--- config.mk ---
export PLATFORM = sky130hd
export DESIGN_NAME = csbr_top
export DESIGN_NICKNAME = d
export VERILOG_FILES = /design/src/verilog/csbr_pkg.sv /design/src/verilog/csbr_top.sv
export SDC_FILE = /design/constraint.sdc
export NUM_CORES = 1
export LEC_CHECK = 0
export BUFFER_PORTS_ARGS = -buffer_cell sky130_fd_sc_hd__buf_2
export CORE_MARGIN = 2
export CORE_UTILIZATION = 50
export DETAILED_ROUTE_END_ITERATION = 10
export PLACE_DENSITY = 0.79
export SLEW_MARGIN = 20
export SYNTH_ARGS = -nofsm -noshare
export SYNTH_HDL_FRONTEND = slang
export SYNTH_SLANG_ARGS = --single-unit
--- constraint.sdc ---
create_clock -name REF_CLK_IN -period 4.6 [get_ports REF_CLK_IN]
set_input_delay 1.38 -clock REF_CLK_IN [delete_from_list [all_inputs] [get_ports REF_CLK_IN]]
set_output_delay 1.38 -clock REF_CLK_IN [all_outputs]
set_load 0.02 [all_outputs]
--- src/verilog/csbr_pkg.sv ---
// package of constants for the conversion start, busy and read-out block
package csbr_pkg;
	localparam int unsigned DATA_W       = 16;
	localparam int unsigned SEL_W        = 3;
	localparam int unsigned SER_BITS     = 16;
	localparam int unsigned CLK_PERIOD_NS = 20;
	localparam int unsigned CONV_TIME_NS = 400;
	localparam int unsigned CONV_CYCLES  = (CONV_TIME_NS + CLK_PERIOD_NS - 1) / CLK_PERIOD_NS;
	localparam int unsigned CNT_W        = 8;
	localparam int unsigned CONV_CNT_W   = 6;
	localparam logic [DATA_W-1:0] RESULT_RST = 16'h0000;
	localparam logic [10:0]       SYNC_RST   = 11'h00e;
	localparam logic [4:0]        EDGE_RST   = 5'h0e;
	localparam logic [CNT_W-1:0]  BURST_CONVS = 8'h04;
	typedef enum logic [1:0] {CSBR_IDLE, CSBR_CONV, CSBR_DONE} csbr_state_t;
endpackage

--- src/verilog/csbr_top.sv ---
// conversion start, busy and read-out control
//
// Contract
// - parallel bus driven only while chip select and read strobe are both low.
// - serial transfer framed by chip select; MSB presented on chip select assertion.
// - hardware mode: pair select picks same channel in both groups.
// - busy rises after a conversion start rising edge.
// - busy stays high until all selected channels are converted.
// - on busy fall, new results latch into output registers.
// - conversion start edges while busy are ignored.
// - rising conversion start launches conversion of the selected pair.
// - no burst, no oversampling: one edge converts exactly one pair.
// - burst or oversampling: one edge performs all required conversions.
// - each serial clock rising edge shifts next bit onto both outputs.
// - interface select low is parallel, high is serial.
`timescale 1ns/1ns
`default_nettype none
module csbr_top (
	input  wire logic                           REF_CLK_IN,              // 50 MHz clock
	input  wire logic                           RESET_N_IN,              // async reset, low
	input  wire logic                           CLK_EN_IN,               // clock enable
	input  wire logic                           CONVERSION_START_IN,     // start pin
	input  wire logic [csbr_pkg::SEL_W-1:0]     PAIR_SELECT_IN,          // channel pair select
	input  wire logic                           HW_MODE_IN,              // 1 hardware mode
	input  wire logic                           BURST_EN_IN,             // burst enable
	input  wire logic                           OVERSAMPLE_EN_IN,        // oversampling enable
	input  wire logic                           INTERFACE_SELECT_IN,     // 1 serial, 0 parallel
	input  wire logic                           CS_N_IN,                 // chip select, low
	input  wire logic                           RD_N_IN,                 // read strobe, low
	input  wire logic                           SCLK_IN,                 // serial clock
	input  wire logic [csbr_pkg::DATA_W-1:0]    SAMPLE_A_IN,             // group a converter word
	input  wire logic [csbr_pkg::DATA_W-1:0]    SAMPLE_B_IN,             // group b converter word
	output logic                                BUSY_OUT,                // busy
	output logic [csbr_pkg::SEL_W-1:0]          CONV_CHANNEL_OUT,        // channel under conversion
	output logic [csbr_pkg::DATA_W-1:0]         PARALLEL_DATA_BUS_OUT,   // parallel data
	output logic                                PARALLEL_DATA_BUS_OE_OUT,// parallel drive enable
	output logic                                SERIAL_OUT_GROUP_A_OUT,  // serial data a
	output logic                                SERIAL_OUT_GROUP_B_OUT,  // serial data b
	output logic                                SERIAL_OE_OUT            // serial drive enable
);
	// ****************************************
	// input synchronisers
	// ****************************************
	logic [10:0]                meta_r, sync_r;
	logic [10:0]                meta_nxt, sync_nxt;
	logic [4:0]                 prev_r, prev_nxt;
	logic                       conv_rise, sclk_rise, cs_fall;
	logic                       cs_n_s, rd_n_s, ser_s;
	logic                       hw_s, burst_s, ovs_s;
	logic [csbr_pkg::SEL_W-1:0] sel_s;

	// mode and pair select pins pass the same two stages as the strobes
	always_comb begin
		meta_nxt = {HW_MODE_IN, BURST_EN_IN, OVERSAMPLE_EN_IN, PAIR_SELECT_IN,
			CONVERSION_START_IN, SCLK_IN, CS_N_IN, RD_N_IN, INTERFACE_SELECT_IN};
		sync_nxt = meta_r;
		prev_nxt = sync_r[4:0];
	end

	always_ff @(posedge REF_CLK_IN or negedge RESET_N_IN) begin
		if (!RESET_N_IN) begin
			meta_r <= csbr_pkg::SYNC_RST;
			sync_r <= csbr_pkg::SYNC_RST;
			prev_r <= csbr_pkg::EDGE_RST;
		end else if (CLK_EN_IN) begin
			meta_r <= meta_nxt;
			sync_r <= sync_nxt;
			prev_r <= prev_nxt;
		end
	end

	assign conv_rise = sync_r[4] & ~prev_r[4];
	assign sclk_rise = sync_r[3] & ~prev_r[3];
	assign cs_fall   = ~sync_r[2] & prev_r[2];
	assign cs_n_s    = sync_r[2];
	assign rd_n_s    = sync_r[1];
	assign ser_s     = sync_r[0];
	assign sel_s     = sync_r[7:5];
	assign ovs_s     = sync_r[8];
	assign burst_s   = sync_r[9];
	assign hw_s      = sync_r[10];

	// ****************************************
	// conversion sequencer
	// ****************************************
	csbr_pkg::csbr_state_t               state_r, state_nxt;
	logic [csbr_pkg::CONV_CNT_W-1:0]     tick_r, tick_nxt;
	logic [csbr_pkg::CNT_W-1:0]          left_r, left_nxt;
	logic [csbr_pkg::SEL_W-1:0]          chan_r, chan_nxt;
	logic                                busy_r, busy_nxt;
	logic [csbr_pkg::DATA_W-1:0]         res_a_r, res_a_nxt, res_b_r, res_b_nxt;

	always_comb begin
		state_nxt = state_r;
		tick_nxt  = tick_r;
		left_nxt  = left_r;
		chan_nxt  = chan_r;
		busy_nxt  = busy_r;
		res_a_nxt = res_a_r;
		res_b_nxt = res_b_r;
		case (state_r)
			csbr_pkg::CSBR_IDLE: begin
				if (conv_rise) begin
					state_nxt = csbr_pkg::CSBR_CONV;
					busy_nxt  = 1'b1;
					tick_nxt  = csbr_pkg::CONV_CNT_W'(csbr_pkg::CONV_CYCLES - 1);
					chan_nxt  = hw_s ? sel_s : 3'h0;
					left_nxt  = (burst_s | ovs_s) ?
						csbr_pkg::BURST_CONVS - 8'h01 : 8'h00;
				end
			end
			csbr_pkg::CSBR_CONV: begin
				// edges here are simply not looked at
				if (tick_r != '0) begin
					tick_nxt = tick_r - 6'h01;
				end else if (left_r != '0) begin
					left_nxt = left_r - 8'h01;
					chan_nxt = chan_r + 3'h1;
					tick_nxt = csbr_pkg::CONV_CNT_W'(csbr_pkg::CONV_CYCLES - 1);
				end else begin
					state_nxt = csbr_pkg::CSBR_DONE;
				end
			end
			csbr_pkg::CSBR_DONE: begin
				busy_nxt  = 1'b0;
				res_a_nxt = SAMPLE_A_IN;
				res_b_nxt = SAMPLE_B_IN;
				state_nxt = csbr_pkg::CSBR_IDLE;
			end
			default: state_nxt = csbr_pkg::CSBR_IDLE;
		endcase
	end

	always_ff @(posedge REF_CLK_IN or negedge RESET_N_IN) begin
		if (!RESET_N_IN) begin
			state_r <= csbr_pkg::CSBR_IDLE;
			tick_r  <= '0;
			left_r  <= '0;
			chan_r  <= '0;
			busy_r  <= 1'b0;
			res_a_r <= csbr_pkg::RESULT_RST;
			res_b_r <= csbr_pkg::RESULT_RST;
		end else if (CLK_EN_IN) begin
			state_r <= state_nxt;
			tick_r  <= tick_nxt;
			left_r  <= left_nxt;
			chan_r  <= chan_nxt;
			busy_r  <= busy_nxt;
			res_a_r <= res_a_nxt;
			res_b_r <= res_b_nxt;
		end
	end

	assign BUSY_OUT         = busy_r;
	assign CONV_CHANNEL_OUT = chan_r;

	// ****************************************
	// read-out, parallel and serial
	// ****************************************
	logic [csbr_pkg::DATA_W-1:0] pbus_r, pbus_nxt, sh_a_r, sh_a_nxt, sh_b_r, sh_b_nxt;
	logic                        poe_r, poe_nxt, soe_r, soe_nxt;

	always_comb begin
		poe_nxt  = ~ser_s & ~cs_n_s & ~rd_n_s;
		pbus_nxt = poe_nxt ? res_a_r : pbus_r;
		soe_nxt  = ser_s & ~cs_n_s;
		sh_a_nxt = sh_a_r;
		sh_b_nxt = sh_b_r;
		if (ser_s && cs_fall) begin
			sh_a_nxt = res_a_r;
			sh_b_nxt = res_b_r;
		end else if (soe_r && sclk_rise) begin
			sh_a_nxt = {sh_a_r[csbr_pkg::DATA_W-2:0], 1'b0};
			sh_b_nxt = {sh_b_r[csbr_pkg::DATA_W-2:0], 1'b0};
		end
	end

	always_ff @(posedge REF_CLK_IN or negedge RESET_N_IN) begin
		if (!RESET_N_IN) begin
			pbus_r <= '0;
			poe_r  <= 1'b0;
			soe_r  <= 1'b0;
			sh_a_r <= '0;
			sh_b_r <= '0;
		end else if (CLK_EN_IN) begin
			pbus_r <= pbus_nxt;
			poe_r  <= poe_nxt;
			soe_r  <= soe_nxt;
			sh_a_r <= sh_a_nxt;
			sh_b_r <= sh_b_nxt;
		end
	end

	assign PARALLEL_DATA_BUS_OUT    = pbus_r;
	assign PARALLEL_DATA_BUS_OE_OUT = poe_r;
	assign SERIAL_OUT_GROUP_A_OUT   = sh_a_r[csbr_pkg::DATA_W-1];
	assign SERIAL_OUT_GROUP_B_OUT   = sh_b_r[csbr_pkg::DATA_W-1];
	assign SERIAL_OE_OUT            = soe_r;
endmodule
`default_nettype wire
==> PnR_summary.wiki <==
{| class="wikitable"
! Metric !! Value
|-
| Outcome || complete, no violations
|-
| Total vias in the final route || 3,489
|-
| Sinks on the clock net || 127
|-
| Count of maximum capacitance violations || 0
|-
| Number of distinct library cells after synthesis || 48
|-
| Top FF cell, synth || sky130_fd_sc_hd__dfrtp_1
|-
| Fin. Hold Viols || 0
|-
| Power per cell area || 490 nW/um^2
|-
| Setup skew after layout || roughly 0.006 ns
|-
| Ant diodes || 0
|-
| Number of nets at the end of the flow || around 550
|-
| Tmin final || between 2 and 3 ns
|-
| Count of yosys warnings during synthesis || 0
|-
| Async set-reset flop share out of synthesis || 100%
|-
| Avg Vias per Cell || 5.34
|-
| Remaining design rule violation count || 0
|-
| Cell mode on critical path || sky130_fd_sc_hd__nor2b_1
|-
| Die footprint || 11,800 sq um
|-
| Overflow left after global routing || 0
|-
| Area of the core region || around 11,000 sq um
|-
| Cells after Synth || between 400 and 500
|-
| Proportion of synthesized chip area in sequential cells || 58.4%
|-
| Starting Density || 50.8%
|-
| Wire length of the first global-routing pass || between 15,000 and 20,000 microns
|-
| Latest clock arrival within the worst-skew pair || roughly 0.51 ns
|-
| RD Place Congestion || 0.796
|-
| Total Neg Setup Slack || 0 ns
|-
| Total wirelength of the detailed-routed design || 10,200 microns
|-
| RSZ-0062 raised after global routing || no
|-
| Data arrival time of the worst path || 3.24 ns
|-
| Die X || 109 microns
|-
| Peak per-stage delay on the critical path || between 0.4 and 0.5 ns
|-
| Initial DRC count || 135
|-
| Clock-pin slew on the worst setup and hold paths || 0.06 ns
|-
| Initial antenna violation count || 2
|-
| Kind of capture point of the worst setup path || register
|-
| CP Class || input port to register
|-
| Clock Tree Root || sky130_fd_sc_hd__clkbuf_8
|-
| Depth of the CTS H-tree || 4
|-
| Portion of synthesized cell area occupied by the leading cell type || 54.5%
|-
| Routed wirelength normalized by instance count || around 16 microns
|-
| Worst relative slew slack || 30.3%
|-
| Number of buffers and inverters on the critical path || 3
|-
| Post_cts resized || 0
|-
| Number of buffers on the longest clock path || 2
|-
| Largest net degree at the start of global routing || 68
|-
| Count of TritonRoute iterations in the first routing pass || 4
|-
| Via count of the first global-routing pass || 3,572
|-
| Period utilisation layout || 61.7%
|-
| Synth top area cells || sky130_fd_sc_hd__dfrtp_1, sky130_fd_sc_hd__mux2_2, sky130_fd_sc_hd__mux2i_1
|-
| Worst reg2reg setup slack || 2.33 ns
|-
| Maximum clock frequency || 352 MHz
|-
| Final Core Density || 60.8%
|-
| Highest-delay cell along the critical path || sky130_fd_sc_hd__nor2b_1
|-
| Number of enable flip-flop cells after synthesis || 0
|-
| Layout cells sized above 1 || 38.8%
|-
| Worst-Margin Slew || around 1.0 ns
|-
| Crit path required time || 5.00 ns
|-
| HPWL reported at the end of detailed placement || 6810 microns
|-
| TritonCTS clock tree || built
|-
| Floorplan row count || 38
|-
| Remaining antenna violation count || 0
|-
| Worst min-delay path class || register to register
|-
| Final max-slew violation count || 0
|-
| Area leader, netlist || sky130_fd_sc_hd__dfrtp_1
|-
| Overall die height || 109 microns
|-
| Port bufs || 69
|-
| Hold-fix buffers at CTS || 0
|-
| Number of buffers inserted by post-CTS setup repair || 0
|-
| Dominant cell by count in the synthesized netlist || sky130_fd_sc_hd__dfrtp_1
|-
| Leakage || around 3.1 nW
|-
| Final setup vio count || 0
|-
| Cell family with most CP delay || simple AND/OR/NAND/NOR gates
|-
| Number of buffers inserted during clock tree synthesis || 17
|-
| I/O pin cnt || 70
|-
| #FFs+latches synth || 127
|-
| Mean instance size in the synthesized netlist || 12.7 sq um
|-
| CP cell instances || buf_2 > buf_4 > inv_1 > nor3b_1 > nor2b_1 > nor2b_1 > mux2_2
|-
| Post-Syn Area || 5460 sq um
|-
| Top cells by instance count after synthesis || sky130_fd_sc_hd__dfrtp_1, sky130_fd_sc_hd__mux2_2, sky130_fd_sc_hd__nand2_1
|-
| Area growth syn-to-layout || 19.5%
|-
| CP Max Fanout || 18
|-
| Post-Synthesis Net Count || 480
|-
| Max rail drop VDD || 0.307 mV
|-
| Total track usage || 18.8%
|-
| Critical path launch point type || input port
|}
-- layout make-up --
| class | count | area (sq um) |
|---|---|---|
| clock buffer | 21 | 439 |
| clock inverter | 11 | 140 |
| fill | 860 | 4220 |
| inverter | 5 | 18.8 |
| multi-input combinational | 275 | 2160 |
| sequential | 127 | 3190 |
| tap | 140 | 175 |
| timing repair buffer | 74 | 410 |
-- layer usage --
metal | global-route usage, % | part of all wire [%] | wire, microns | vias to the layer above
li1 | - | - | - | 1661
met1 | 22.7 | 44 | 4430 | 1737
met2 | 30.9 | 50 | 5070 | 73
met3 | 7.11 | 4.7 | 476 | 14
met4 | 6.23 | 1.5 | 151 | 4
met5 | 0 | 0.24 | 24 | -
-- cell usage in the layout, fill, tap and decap left out, types with 3 or more instances in the layout --
master / count
sky130_fd_sc_hd__xnor2_1: 3
sky130_fd_sc_hd__ha_1: 5
sky130_fd_sc_hd__nand2_1: 43
sky130_fd_sc_hd__buf_4: 4
sky130_fd_sc_hd__nand3_1: 5
sky130_fd_sc_hd__nand4b_1: 3
sky130_fd_sc_hd__bufinv_16: 3
sky130_fd_sc_hd__nor2b_1: 6
sky130_fd_sc_hd__clkbuf_16: 16
sky130_fd_sc_hd__nor3_1: 3
sky130_fd_sc_hd__a31oi_1: 4
sky130_fd_sc_hd__dfrtp_1: 119
sky130_fd_sc_hd__mux2i_1: 30
sky130_fd_sc_hd__nor2_1: 10
sky130_fd_sc_hd__dfstp_2: 8
sky130_fd_sc_hd__o21ai_0: 39
sky130_fd_sc_hd__or3_1: 5
sky130_fd_sc_hd__buf_2: 68
sky130_fd_sc_hd__clkbuf_1: 3
sky130_fd_sc_hd__clkinvlp_4: 4
sky130_fd_sc_hd__clkinv_2: 4
sky130_fd_sc_hd__mux2_2: 77
sky130_fd_sc_hd__inv_1: 5
sky130_fd_sc_hd__a21oi_1: 8
-- logic make-up (layout without fill, tap and decap cells) --
kind of cell,count (synthesis),in the layout,share of synthesized area [%]
AO/OA/AOI/OAI,64,64,6.69
XOR/XNOR,4,4,0.642
adder cells (fa/ha/maj),5,5,1.15
buffers and inverters,27,111,2.29
flip-flops,127,127,58.4
multiplexers,107,107,21.4
AND/OR/NAND/NOR,95,95,9.48
-- power breakdown --
| group | internal [W] | leakage [nW] | switching, W |
|---|---|---|---|
| clock network | 0.000834 | 0.274 | 0.000463 |
| registers | 0.00125 | 1.67 | 0.000121 |
| logic | 0.000232 | 1.12 | 0.000292 |
-- state kept, by name, summed over array words and instances (netlist names) --
signal	flops
PARALLEL_DATA_BUS_OUT	16
meta_r	11
CONV_CHANNEL_OUT	3
tick_r	6
prev_r	3
sh_a_r	16
res_a_r	16
left_r	8
res_b_r	16
PARALLEL_DATA_BUS_OE_OUT	1
BUSY_OUT	1
sh_b_r	16
SERIAL_OE_OUT	1
state_r	2
sync_r	11
-- through the flow --
stage | total power, W | instances | hold slack (ns) | area, sq um | worst slack, ns
after floorplan | 0.00176 | 429 | 0.438 | 5460 | 1.90
after detailed placement | 0.00192 | 621 | 0.462 | 5950 | 1.24
after CTS | 0.00323 | 653 | 0.474 | 6530 | 1.79
after global placement | 0.00189 | 621 | 0.459 | 5950 | 1.33
final | 0.00320 | 653 | 0.472 | 6530 | 1.76
after global routing | 0.00335 | 653 | 0.501 | 6530 | 1.55
-- worst reg2reg max path, stage by stage (launching register included) --
cell and delay, ns:
sky130_fd_sc_hd__dfstp_2 0.58, sky130_fd_sc_hd__nor2b_1 0.07, sky130_fd_sc_hd__and2_2 0.52, sky130_fd_sc_hd__o21ai_4 0.26
sky130_fd_sc_hd__buf_4 0.45, sky130_fd_sc_hd__o21ai_0 0.24
-- final timing paths --
| check | from | to | cells past startpoint |
|---|---|---|---|
| worst max-delay path | CLK_EN_IN | left_r[6] | 7 |
| worst min-delay path | sh_b_r[0] | sh_b_r[0] | 2 |
| worst max register to register | sync_r[2] | sh_a_r[11] | 5 |
| worst min register to register | sh_b_r[0] | sh_b_r[0] | 2 |
| max in group asynchronous | RESET_N_IN | sync_r[1] | 2 |
| min in group asynchronous | RESET_N_IN | tick_r[5] | 1 |
Power figures use the tool's default switching activity.
